$ cat config.mk
export PLATFORM = sky130hd
export DESIGN_NAME = hcs_regs
export DESIGN_NICKNAME = d
export VERILOG_FILES = /design/src/shared/hcs_pkg.sv /design/src/rtl/hcs_regs.sv /design/src/rtl/hcs_tally.sv
export SDC_FILE = /design/constraint.sdc
export NUM_CORES = 1
export LEC_CHECK = 0
export ABC_AREA = 1
export BUFFER_PORTS_ARGS = -buffer_cell sky130_fd_sc_hd__buf_2
export CAP_MARGIN = 20
export CORE_ASPECT_RATIO = 0.6
export CORE_UTILIZATION = 40
export DETAILED_ROUTE_END_ITERATION = 10
export PLACE_DENSITY = 0.67
export SLEW_MARGIN = 20
export SYNTH_ARGS = -nofsm -noshare
export SYNTH_HDL_FRONTEND = slang
export SYNTH_SLANG_ARGS = --single-unit
$ cat constraint.sdc
create_clock -name aclk -period 1.56 [get_ports aclk]
set_input_delay 0.156 -clock aclk [delete_from_list [all_inputs] [get_ports aclk]]
set_output_delay 0.156 -clock aclk [all_outputs]
set_load 0.05 [all_outputs]
$ cat src/shared/hcs_pkg.sv
// Purpose: shared constants for the host command/status register block
// Assumes: AXI4-Lite register access, 32-bit data
// Notes:   command codes kept as indices; byte address is four times the low six bits of the index
package hcs_pkg;
	localparam logic [7:0]  HCS_CODE_READ      = 8'h02;
	localparam logic [7:0]  HCS_CODE_WRITE     = 8'h82;
	localparam logic [7:0]  HCS_IDX_CMD_STATUS = 8'h02;
	localparam logic [7:0]  HCS_IDX_IRQ_STATUS = 8'h03;
	localparam logic [7:0]  HCS_IDX_IRQ_MASK   = 8'h04;
	localparam logic [7:0]  HCS_IDX_OVR_STATUS = 8'h05;
	localparam int          HCS_ADDR_W         = 8;
	localparam logic [31:0] HCS_CMD_RESET      = 32'h0000_0000;
	localparam int          HCS_TALLY_LSB      = 16;
	localparam int          HCS_TALLY_W        = 2;
	localparam logic [31:0] HCS_CMD_WMASK      = 32'h0000_FFFF;
	localparam int          HCS_IRQ_OVERRUN    = 0;
	localparam int          HCS_IRQ_W          = 1;
	localparam logic [1:0]  HCS_RESP_OKAY      = 2'h0;
	localparam logic [1:0]  HCS_RESP_SLVERR    = 2'h2;

	function automatic logic [HCS_ADDR_W-1:0] hcs_byte_addr(input logic [7:0] idx);
		hcs_byte_addr = {idx[5:0], 2'h0};
	endfunction : hcs_byte_addr
endpackage : hcs_pkg

$ cat src/rtl/hcs_regs.sv
// Purpose: host command/status register with overrun tally and interrupt
// Assumes: AXI4-Lite slave on aclk, synchronous active-low reset
// Notes:   periodic-list done and end-of-frame come from schedule logic on aclk
//
// Added by the designer: register access over AXI4-Lite.
`timescale 1ns/1ps
module hcs_regs
	import hcs_pkg::*;
(
	input  wire logic        aclk,
	input  wire logic        aresetn,
	input  wire logic        ce,
	input  wire logic        frame_end,
	input  wire logic        periodic_done,
	input  wire logic [7:0]  s_axi_awaddr,
	input  wire logic        s_axi_awvalid,
	output logic             s_axi_awready,
	input  wire logic [31:0] s_axi_wdata,
	input  wire logic [3:0]  s_axi_wstrb,
	input  wire logic        s_axi_wvalid,
	output logic             s_axi_wready,
	output logic [1:0]       s_axi_bresp,
	output logic             s_axi_bvalid,
	input  wire logic        s_axi_bready,
	input  wire logic [7:0]  s_axi_araddr,
	input  wire logic        s_axi_arvalid,
	output logic             s_axi_arready,
	output logic [31:0]      s_axi_rdata,
	output logic [1:0]       s_axi_rresp,
	output logic             s_axi_rvalid,
	input  wire logic        s_axi_rready,
	output logic [15:0]      cmd_bits,
	output logic             overrun_pulse,
	output logic             irq
);
	logic [15:0]            cmd_q;
	logic [15:0]            cmd_d;
	logic [HCS_IRQ_W-1:0]   irq_status_q;
	logic [HCS_IRQ_W-1:0]   irq_status_d;
	logic [HCS_IRQ_W-1:0]   irq_mask_q;
	logic                   aw_held_q;
	logic [7:0]             aw_addr_q;
	logic                   w_held_q;
	logic [31:0]            w_data_q;
	logic [3:0]             w_strb_q;
	logic                   bvalid_q;
	logic [1:0]             bresp_q;
	logic                   rvalid_q;
	logic [1:0]             rresp_q;
	logic [31:0]            rdata_q;
	logic [HCS_TALLY_W-1:0] overrun_frame_tally;

	wire        aw_take   = ce && s_axi_awvalid && !aw_held_q && !bvalid_q;
	wire        w_take    = ce && s_axi_wvalid && !w_held_q && !bvalid_q;
	wire        wr_go     = ce && aw_held_q && w_held_q && !bvalid_q;
	wire        ar_take   = ce && s_axi_arvalid && !rvalid_q;
	wire [31:0] strb_mask = {{8{w_strb_q[3]}}, {8{w_strb_q[2]}},
		{8{w_strb_q[1]}}, {8{w_strb_q[0]}}};
	wire [31:0] wr_bits   = w_data_q & strb_mask;

	// both the read code and the write code reach the same register
	wire wr_cmd  = (aw_addr_q == hcs_byte_addr(HCS_CODE_WRITE))
		|| (aw_addr_q == hcs_byte_addr(HCS_CODE_READ));
	wire wr_isr  = aw_addr_q == hcs_byte_addr(HCS_IDX_IRQ_STATUS);
	wire wr_imsk = aw_addr_q == hcs_byte_addr(HCS_IDX_IRQ_MASK);
	wire wr_hit  = wr_cmd || wr_isr || wr_imsk;
	wire rd_cmd  = (s_axi_araddr == hcs_byte_addr(HCS_CODE_READ))
		|| (s_axi_araddr == hcs_byte_addr(HCS_CODE_WRITE));
	wire rd_isr  = s_axi_araddr == hcs_byte_addr(HCS_IDX_IRQ_STATUS);
	wire rd_imsk = s_axi_araddr == hcs_byte_addr(HCS_IDX_IRQ_MASK);

	wire overrun = frame_end && !periodic_done;

	// register image: command bits low, tally in its field, reserved zero
	wire [31:0] cmd_image = HCS_CMD_RESET | 32'(cmd_q)
		| (32'(overrun_frame_tally) << HCS_TALLY_LSB);

	hcs_tally #(
		.W(HCS_TALLY_W)
	) u_tally (
		.aclk    (aclk),
		.aresetn (aresetn),
		.ce      (ce),
		.bump    (overrun),
		.count   (overrun_frame_tally)
	);

	// writing one sets, writing zero keeps; software never clears here
	assign cmd_d = (wr_go && wr_cmd) ? (cmd_q | wr_bits[15:0]) : cmd_q;

	// overrun set wins over a same-cycle write-one-to-clear
	assign irq_status_d = (irq_status_q
		& ~((wr_go && wr_isr) ? wr_bits[HCS_IRQ_W-1:0] : '0))
		| (overrun ? HCS_IRQ_W'(1) << HCS_IRQ_OVERRUN : '0);

	// read word and responses are selected ahead of the flops that hold them
	wire        rd_hit  = rd_cmd || rd_isr || rd_imsk;
	wire [31:0] rd_word = rd_cmd ? cmd_image
		: rd_isr ? 32'(irq_status_q)
		: rd_imsk ? 32'(irq_mask_q)
		: 32'h0000_0000;
	wire [1:0]  rd_resp = rd_hit ? HCS_RESP_OKAY : HCS_RESP_SLVERR;
	wire [1:0]  wr_resp = wr_hit ? HCS_RESP_OKAY : HCS_RESP_SLVERR;

	always_ff @(posedge aclk) begin
		if (!aresetn) begin
			cmd_q <= HCS_CMD_RESET[15:0];
		end else if (ce) begin
			cmd_q <= cmd_d;
		end
	end

	always_ff @(posedge aclk) begin
		if (!aresetn) begin
			irq_status_q <= '0;
		end else if (ce) begin
			irq_status_q <= irq_status_d;
		end
	end

	// mask writes replace the whole field; only the status is write-one-to-clear
	always_ff @(posedge aclk) begin
		if (!aresetn) begin
			irq_mask_q <= '0;
		end else if (ce && wr_go && wr_imsk) begin
			irq_mask_q <= wr_bits[HCS_IRQ_W-1:0];
		end
	end

	// address and data are captured apart so either may arrive first
	always_ff @(posedge aclk) begin
		if (!aresetn) begin
			aw_held_q <= 1'b0;
			aw_addr_q <= '0;
		end else if (ce) begin
			if (aw_take) begin
				aw_held_q <= 1'b1;
				aw_addr_q <= s_axi_awaddr;
			end else if (wr_go) begin
				aw_held_q <= 1'b0;
			end
		end
	end

	always_ff @(posedge aclk) begin
		if (!aresetn) begin
			w_held_q <= 1'b0;
			w_data_q <= '0;
			w_strb_q <= '0;
		end else if (ce) begin
			if (w_take) begin
				w_held_q <= 1'b1;
				w_data_q <= s_axi_wdata;
				w_strb_q <= s_axi_wstrb;
			end else if (wr_go) begin
				w_held_q <= 1'b0;
			end
		end
	end

	// the response holds off new writes, so one write at most is in flight
	always_ff @(posedge aclk) begin
		if (!aresetn) begin
			bvalid_q <= 1'b0;
			bresp_q  <= HCS_RESP_OKAY;
		end else if (ce) begin
			if (wr_go) begin
				bvalid_q <= 1'b1;
				bresp_q  <= wr_resp;
			end else if (bvalid_q && s_axi_bready) begin
				bvalid_q <= 1'b0;
			end
		end
	end

	// reads only sample; nothing changes on a read
	always_ff @(posedge aclk) begin
		if (!aresetn) begin
			rvalid_q <= 1'b0;
		end else if (ce) begin
			if (ar_take) begin
				rvalid_q <= 1'b1;
			end else if (rvalid_q && s_axi_rready) begin
				rvalid_q <= 1'b0;
			end
		end
	end

	// data stand unchanged from capture until the answer is taken
	always_ff @(posedge aclk) begin
		if (!aresetn) begin
			rdata_q <= '0;
			rresp_q <= HCS_RESP_OKAY;
		end else if (ce && ar_take) begin
			rdata_q <= rd_word;
			rresp_q <= rd_resp;
		end
	end

	assign s_axi_awready = aw_take;
	assign s_axi_wready  = w_take;
	assign s_axi_bvalid  = bvalid_q;
	assign s_axi_bresp   = bresp_q;
	assign s_axi_arready = ar_take;
	assign s_axi_rvalid  = rvalid_q;
	assign s_axi_rdata   = rdata_q;
	assign s_axi_rresp   = rresp_q;
	assign cmd_bits      = cmd_q;
	assign overrun_pulse = overrun;
	assign irq           = |(irq_status_q & irq_mask_q);
endmodule : hcs_regs

$ cat src/rtl/hcs_tally.sv
// Purpose: wrapping overrun frame tally
// Assumes: one-cycle overrun pulses on aclk
// Notes:   width is a parameter; default is two bits
`timescale 1ns/1ps
module hcs_tally
	import hcs_pkg::*;
#(
	parameter int W = HCS_TALLY_W
) (
	input  wire logic         aclk,
	input  wire logic         aresetn,
	input  wire logic         ce,
	input  wire logic         bump,
	output logic      [W-1:0] count
);
	logic [W-1:0] count_q;
	logic [W-1:0] count_d;

	// natural overflow gives the wrap from all ones to zero
	assign count_d = bump ? W'(count_q + 1'b1) : count_q;

	always_ff @(posedge aclk) begin
		if (!aresetn) begin
			count_q <= '0;
		end else if (ce) begin
			count_q <= count_d;
		end
	end

	assign count = count_q;
endmodule : hcs_tally

==> impl_metrics.csv, run 1 <==
group,metric,value,unit
timing,finalSetupViolations,0,
power_and_ir_drop,powerDensity,1170,nW/um2
detailed_routing,vias_per_cell,4.60,
synth,syn_avg_cell_area,7.84,um2
floorplanning,initial_core_util,42.6,%
synth,ys_types,29,
global_route,grt_pass1_wl,11500,um
placement,dpl.cell_count,566,
global_route,antenna_found_initial,0,
hold_path,hold_depth,3,
synth,synth-warning-count,0,
setup_path,reg2reg_slack,0.27,ns
cts,clock_path_buffers,2,
cts,hold_buffers,0,
synth,synth_area_leaders,"dfxtp_1 44%, nor2_1 8.6%, buf_4 7.7%",
setup_path,rr_worst_depth,4,
finish,drive_above_1_share,25.8,%
setup_path,end_kind,"output port",
timing,fmax,0.670,GHz
setup_path,crit_arrival,1.34,ns
power_and_ir_drop,ir_drop,0.614,mV
synth,syn_area,3200,um2
detailed_routing,drc,0,
placement,portBuffers,86,
global_route,grt_overflow_total,0,
timing,hold_viol_final,0,
synth,yosys.area.top_type,"dfxtp_1",
timing,fin_worst_skew,0.00510,ns
synth,synth-edff-count,0,
floorplanning,num_rows,24,
placement,dp_hpwl,5370,um
cts,clkTransAtPathRegs,0.05,ns
outcome,status,"finished, final reports clean",
finish,seqCellArea,1400,um2
timing,period_needed,1.49,ns
timing,rsz0062_at_grt,"no",
floorplanning,die_w,117,um
finish,area_delta_synth_final,17.8,%
finish,multi_input_area,1330,um2
synth,synthCells,408,
cts,clkSinkCount,70,
detailed_routing,routed_wl,7180,um
timing,period_share,95.7,%
global_route,grt_max_degree,46,
finish,layout_common_cells,"86 x buf_2, 73 x nor2_1, 69 x dfxtp_1",
timing,report.final.slew_viol_count,0,
power_and_ir_drop,total_leakage_power,0.00168,uW
detailed_routing,ant_nets,0,
finish,final_common_cell,"buf_2",
detailed_routing,first_pass_iters,4,
cts,insertion_delay,0.33,ns
detailed_routing,detail_route.wl_per_cell,12.4,um
setup_path,start_kind,"flop",
job,cap_violations,0,
detailed_routing,dr.first_iter.drc_count,163,
synth,ys_ff_latch,70,
floorplanning,core_area,7510,um2
finish,antenna_cells,0,
cts,cts_setup_buffers,0,
synth,synthFlopType,"dfxtp_1",
floorplanning,die_height,71.3,um
cts,post_cts_resized,0,
global_route,grt_pass1_vias,2334,
cts,clockRootBuffer,"clkbuf_16",
finish,nets,535,
finish,stdcell_count,580,
synth,synth_top_area_share,43.8,%
detailed_routing,vias,2670,
cts,cts_tree,"done",
timing,setup_tns,0,ns
setup_path,critPathMaxFanout,4,
floorplanning,num_io_pins,121,
synth,synthArstFlopShare,0,%
hold_path,hold_class,"in2reg",
cts,numCtsBuffers,9,
setup_path,critPathKind,"reg2out",
finish,fillers,778,
synth,synth_seq_area_share,43.8,%
setup_path,worstPathRequired,1.40,ns
global_route,track_usage,18.0,%
floorplanning,die_area,8370,um2
placement,gp_congestion,0.781,
cts,h-tree-depth,3,
power_and_ir_drop,total_power,4400,uW
power breakdown:
group / switching, uW / internal, uW
registers: 61.4 / 1880
clock network: 673 / 1180
logic: 435 / 170
cell type report:
cell class,instances,share of cell area (%)
well taps,104,3.45
clock buffers,13,7.17
repair buffers,91,13.1
flip-flops and latches,70,37.2
multi-input cells,265,35.3
clock inverters,1,0.133
inverters,36,3.65
cells by family (layout without fill, tap and decap cells):
group / after synthesis / after routing / share of synthesized area [%]
buf+inv: 88 / 141 / 16.4
compound gates: 82 / 82 / 13.1
flops: 70 / 70 / 43.8
simple gates: 167 / 167 / 26.6
other cells: 1 / 16 / 0.117
worst paths after layout:
| kind | start | endpoint |
|---|---|---|
| setup / recovery | w_held_q | s_axi_wready |
| hold / removal | s_axi_wdata[1] | w_data_q[1] |
| setup reg to reg | w_held_q | w_data_q[6] |
| hold reg to reg | u_tally.count[0] | u_tally.count[0] |
layer usage:
layer | wire length (um) | vias up | GRT usage [%] | part of all wire (%)
li1 | - | 1396 | - | -
met1 | 3950 | 1176 | 27.5 | 55
met2 | 2670 | 89 | 22.9 | 37
met3 | 490 | 9 | 5.65 | 6.8
met4 | 78 | 0 | 6.84 | 1.1
met5 | 0 | - | 0 | 0
cells in the mapped netlist, types with 2 or more instances:
master     n
nor2_1    73
dfxtp_1   70
nand2_1   42
buf_4     33
inv_1     32
a21oi_1   31
o21ai_0   31
nand3b_1  16
o21ai_1   16
nor3_1    14
nand3_1    8
buf_6      7
clkbuf_1   6
a211oi_1   4
buf_2      3
inv_2      3
nor2_4     3
buf_1      2
nand2_4    2
nand3_4    2
nor3_4     2
stage by stage:
stage               setup slack (ns)  hold slack (ns)  utilization, %  cell area (um2)
global route                 0.00505           0.0469            50.2             3770
detailed placement             0.202            0.386            46.5             3490
finish                        0.0676           0.0506            50.2             3770
floorplan                     0.0879            0.291               -             3260
global placement               0.214            0.378            46.5             3490
CTS                           0.0375           0.0445            50.2             3770
worst max-delay path, cell delays in order (launching register included):
cell and delay (ns):
dfxtp_1 0.37, nor3_4 0.31, buf_2 0.33
flip-flops by register name, summed over array words and instances (netlist names), 2 cells and up:
| signal | count |
|---|---|
| aw_addr_q | 8 |
| u_tally.count | 2 |
| cmd_bits | 16 |
| w_strb_q | 2 |
| w_data_q | 16 |
| s_axi_rdata | 18 |
No activity file was read; power rests on OpenSTA's default activity.
==> inputs of run 2 (changes only) <==
--- a/config.mk
+++ b/config.mk
@@ -9,9 +9,10 @@
 export BUFFER_PORTS_ARGS = -buffer_cell sky130_fd_sc_hd__buf_2
 export CAP_MARGIN = 20
 export CORE_ASPECT_RATIO = 0.6
-export CORE_UTILIZATION = 40
+export CORE_UTILIZATION = 45
+export CTS_BUF_LIST = sky130_fd_sc_hd__clkbuf_16
 export DETAILED_ROUTE_END_ITERATION = 10
-export PLACE_DENSITY = 0.67
+export PLACE_DENSITY = 0.74
 export SLEW_MARGIN = 20
 export SYNTH_ARGS = -nofsm -noshare
 export SYNTH_HDL_FRONTEND = slang
==> impl_metrics.csv, run 2 (synthesized netlist as in run 1, its figures left out) <==
group,metric,value,unit
outcome,status,"finished, final reports clean",
setup_path,worstPathRequired,1.40,ns
cts,cts_setup_buffers,0,
global_route,grt_pass1_wl,11200,um
setup_path,path_delay_family,"flip-flops",
finish,seqCellArea,1400,um2
floorplanning,core_area,6760,um2
setup_path,timing.rr.start,"s_axi_rvalid",
cts,cts_tree,"done",
floorplanning,initial_core_util,47.3,%
global_route,grt_overflow_total,0,
setup_path,start_kind,"flop",
detailed_routing,first_pass_iters,4,
cts,hold_buffers,0,
finish,nets,535,
power_and_ir_drop,powerDensity,1220,nW/um2
placement,dp_hpwl,5190,um
setup_path,worst_path_max_delay_cell,"dfxtp_1",
job,cap_violations,0,
detailed_routing,dr.first_iter.drc_count,207,
cts,clockRootBuffer,"clkbuf_16",
detailed_routing,detail_route.wl_per_cell,12.4,um
timing,finalSetupViolations,0,
timing,rsz0062_at_grt,"no",
timing,setup_tns,0,ns
floorplanning,die_w,111,um
cts,clock_path_buffers,2,
global_route,use_met2,24.6,%
floorplanning,num_rows,23,
detailed_routing,vias_per_cell,4.69,
power_and_ir_drop,swShare,28.2,%
global_route,grt-busiest-layer,"met1",
finish,drive_above_1_share,26.4,%
cts,insertion_delay,0.33,ns
power_and_ir_drop,total_leakage_power,0.00168,uW
finish,largest_reg_flops,18,
global_route,grt_use_met3,6.28,%
timing,period_share,94.8,%
finish,fillers,661,
placement,place_area,3460,um2
finish,stdcell_count,565,
hold_path,hold_class,"in2reg",
setup_path,end_kind,"output port",
detailed_routing,routed_wl,7020,um
setup_path,critPathKind,"reg2out",
floorplanning,num_io_pins,121,
global_route,met1_usage,30.5,%
timing,report.final.slew_viol_count,0,
setup_path,rr_endpoint,"s_axi_rdata[0]",
setup_path,cp-startpoint,"s_axi_rvalid",
detailed_routing,ant_nets,0,
placement,dpl.cell_count,549,
cts,clkTransAtPathRegs,0.06,ns
timing,fin_worst_skew,0.00808,ns
power_and_ir_drop,ir_drop,0.519,mV
setup_path,rr_worst_depth,5,
setup_path,crit_path_max_incr_delay,0.36,ns
setup_path,critPathMaxFanout,15,
setup_path,path_depth,2,
cts,numCtsBuffers,9,
floorplanning,die_area,7460,um2
finish,area_delta_synth_final,17.5,%
detailed_routing,drc,0,
floorplanning,die_height,67.3,um
global_route,grt_max_degree,33,
finish,final_area,3760,um2
finish,post-route-util,55.6,%
finish,antenna_cells,0,
detailed_routing,vias,2650,
power_and_ir_drop,pwr-share-comb,13.1,%
setup_path,critical_path_buf_inv_count,1,
finish,layout_common_cells,"86 x buf_2, 73 x nor2_1, 69 x dfxtp_1",
power_and_ir_drop,power_frac_seq,42.3,%
power_and_ir_drop,netSwitchingPower,1290,uW
cts,post_cts_resized,0,
timing,hold_viol_final,0,
timing,fmax,0.676,GHz
setup_path,reg2reg_slack,0.27,ns
setup_path,path_cells,"nor2_4, buf_2",
cts,h-tree-depth,3,
finish,multi_input_area,1330,um2
setup_path,crit_arrival,1.32,ns
power_and_ir_drop,clockPowerShare,44.5,%
timing,period_needed,1.48,ns
global_route,grt_pass1_vias,2275,
global_route,track_usage,19.5,%
placement,gp_congestion,0.812,
global_route,antenna_found_initial,0,
cts,clkSinkCount,70,
power_and_ir_drop,power.internal,3280,uW
setup_path,critPathCapture,"s_axi_arready",
finish,final_common_cell,"buf_2",
placement,portBuffers,86,
==> run 2: cell count changes in the layout (fill, tap and decap cells not counted) <==
cell / delta
clkbuf_8: -3
buf_12: -1
clkinv_2: +1
clkbuf_1: -1
clkinv_4: +2
buf_4: +1
inv_6: +1
bufinv_16: +1
clkinvlp_4: +1
==> run 2: how the worst min path moves through the flow <==
stage          slack (ns)            to            start  depth (start not counted)
6_report             0.05  aw_addr_q[1]  s_axi_awaddr[1]                          3
5_1_grt              0.05   w_data_q[1]   s_axi_wdata[1]                          3
4_1_cts              0.04  w_data_q[12]  s_axi_wdata[12]                          3
3_5_place_dp         0.38  w_data_q[12]  s_axi_wdata[12]                          3
3_3_place_gp         0.38  aw_addr_q[1]  s_axi_awaddr[1]                          3
2_1_floorplan        0.29   w_data_q[0]   s_axi_wdata[0]                          2
==> run 2: per-stage QoR <==
step	worst slack (ns)	power, uW	hold WS (ns)
2_1_floorplan	0.0879	2470	0.291
3_3_place_gp	0.263	2560	0.378
5_1_grt	0.00130	4730	0.0517
3_5_place_dp	0.197	2570	0.383
4_1_cts	0.0371	4580	0.0418
6_report	0.0818	4570	0.0482
==> run 2: power by group through the flow <==
stage / logic (uW) / registers (uW) / clock network, uW
after floorplan: 414 / 2050 / 0
after global placement: 590 / 1970 / 0
after detailed placement: 599 / 1970 / 0
after CTS: 601 / 1930 / 2040
after global routing: 655 / 1940 / 2130
final: 601 / 1930 / 2030
==> run 2: final cells by class <==
type / count / share of cell area, %
Sequential cell: 70 / 37.3
Multi-Input combinational cell: 265 / 35.4
Timing Repair Buffer: 91 / 12.8
Clock buffer: 9 / 5.99
Inverter: 36 / 3.66
Tap cell: 87 / 2.90
Clock inverter: 7 / 1.96
==> run 2: layer usage <==
layer  vias up  share of wire [%]
li1       1399                  -
met1      1138                 55
met2       108                 36
met3         5                8.5
met4         0               0.54
met5         -                  0
==> run 2: worst register-to-register path: stages (launching register included) <==
cell and delay, ns:
dfxtp_1 0.36, inv_1 0.11, nand3_4 0.11, nor2_4 0.40
nand2_1 0.10, a21oi_1 0.13
==> inputs of run 3 (changes only) <==
==> constraint.sdc (replaced) <==
create_clock -name aclk -period 1.7 [get_ports aclk]
set_input_delay 0.17 -clock aclk [delete_from_list [all_inputs] [get_ports aclk]]
set_output_delay 0.17 -clock aclk [all_outputs]
set_load 0.05 [all_outputs]
==> impl_metrics.csv, run 3 (synthesized netlist as in run 1, its figures left out) <==
group,metric,value,unit
floorplanning,num_io_pins,121,
cts,insertion_delay,0.33,ns
finish,drive_above_1_share,25.6,%
job,cap_violations,0,
floorplanning,die_w,111,um
detailed_routing,dr.first_iter.drc_count,219,
finish,stdcell_count,564,
setup_path,critPathMaxFanout,6,
timing,period_share,91.6,%
outcome,status,"finished, final reports clean",
timing,fmax,0.642,GHz
timing,worst_slack,0.143,ns
placement,dpl_worst_slack,0.329,ns
setup_path,timing.rr.start,"s_axi_bvalid",
timing,hold_viol_final,0,
power_and_ir_drop,ir_drop,0.667,mV
detailed_routing,ant_nets,0,
detailed_routing,routed_wl,7170,um
cts,clkSinkCount,70,
setup_path,critPathKind,"reg2out",
finish,layout_common_cells,"86 x buf_2, 73 x nor2_1, 70 x dfxtp_1",
cts,cts_setup_buffers,0,
power_and_ir_drop,total_leakage_power,0.00168,uW
power_and_ir_drop,powerDensity,1090,nW/um2
detailed_routing,vias,2676,
cts,h-tree-depth,3,
cts,clock_path_buffers,2,
finish,multi_input_area,1330,um2
detailed_routing,vias_per_cell,4.74,
timing,fin_worst_skew,0.00588,ns
finish,nets,535,
floorplanning,die_area,7460,um2
detailed_routing,first_pass_iters,5,
global_route,track_usage,20.4,%
setup_path,end_kind,"output port",
floorplanning,initial_core_util,47.3,%
setup_path,worstPathRequired,1.53,ns
global_route,grt_pass1_vias,2326,
detailed_routing,detail_route.wl_per_cell,12.7,um
floorplanning,die_height,67.3,um
finish,largest_reg_flops,18,
global_route,grt_pass1_wl,11600,um
power_and_ir_drop,total_power,4090,uW
global_route,antenna_found_initial,0,
floorplanning,core_area,6760,um2
floorplanning,num_rows,23,
timing,period_needed,1.56,ns
cts,hold_buffers,0,
cts,post_cts_resized,0,
setup_path,cp-startpoint,"s_axi_bvalid",
hold_path,hold_class,"in2reg",
global_route,grt_overflow_total,0,
timing,setup_tns,0,ns
setup_path,start_kind,"flop",
cts,cts_tree,"done",
placement,dpl.cell_count,549,
finish,antenna_cells,0,
timing,report.final.slew_viol_count,0,
finish,fillers,645,
finish,seqCellArea,1400,um2
hold_path,worstHoldStart,"s_axi_awaddr[0]",
cts,clockRootBuffer,"clkbuf_16",
placement,dp_hpwl,5270,um
timing,finalSetupViolations,0,
placement,portBuffers,86,
cts,numCtsBuffers,9,
placement,gp_congestion,0.789,
detailed_routing,drc,0,
timing,rsz0062_at_grt,"no",
finish,final_common_cell,"buf_2",
global_route,grt_max_degree,27,
finish,area_delta_synth_final,17.2,%
setup_path,crit_arrival,1.39,ns
cts,clkTransAtPathRegs,0.05,ns
-- run 3: critical path: stages, from the launching register on --
cell,delay [ns]
dfxtp_1,0.39
nor3_4,0.34
buf_2,0.33
-- run 3: worst paths after layout --
kind,end,slack [ns],cells past startpoint
setup / recovery,s_axi_awready,0.14,2
hold reg to reg,u_tally.count[0],0.46,2
setup reg to reg,aw_addr_q[4],0.39,4
hold / removal,aw_addr_q[0],0.07,3
-- run 3: where the power goes --
part	total [uW]	internal (uW)	switching (uW)	leakage [uW]
logic	555	155	400	0.000965
registers	1780	1720	57.2	0.000572
clock network	1760	1110	646	0.000140
total	4090	2980	1100	0.00168
-- run 3: cell type report --
type | count | share of cell area, %
clock inverters | 6 | 1.47
well taps | 87 | 2.90
multi-input cells | 265 | 35.5
flip-flops and latches | 70 | 37.4
inverters | 36 | 3.67
clock buffers | 9 | 6.00
repair buffers | 91 | 13.1
-- run 3: through the flow --
| step | instance area [um2] | hold WS, ns | utilization (%) |
|---|---|---|---|
| after floorplan | 3260 | 0.305 | - |
| after global placement | 3470 | 0.393 | 51.3 |
| after detailed placement | 3470 | 0.396 | 51.3 |
| after CTS | 3750 | 0.0529 | 55.5 |
| after global routing | 3750 | 0.0638 | 55.5 |
| final | 3750 | 0.0660 | 55.5 |
-- run 3: metal layers --
metal | global-route usage (%) | vias up | share of wire [%]
met3 | 6.91 | 3 | 9.5
met4 | 7.33 | 0 | 0.29
met5 | 0 | - | 0
li1 | - | 1397 | -
met2 | 27.1 | 111 | 38
met1 | 29.8 | 1165 | 52
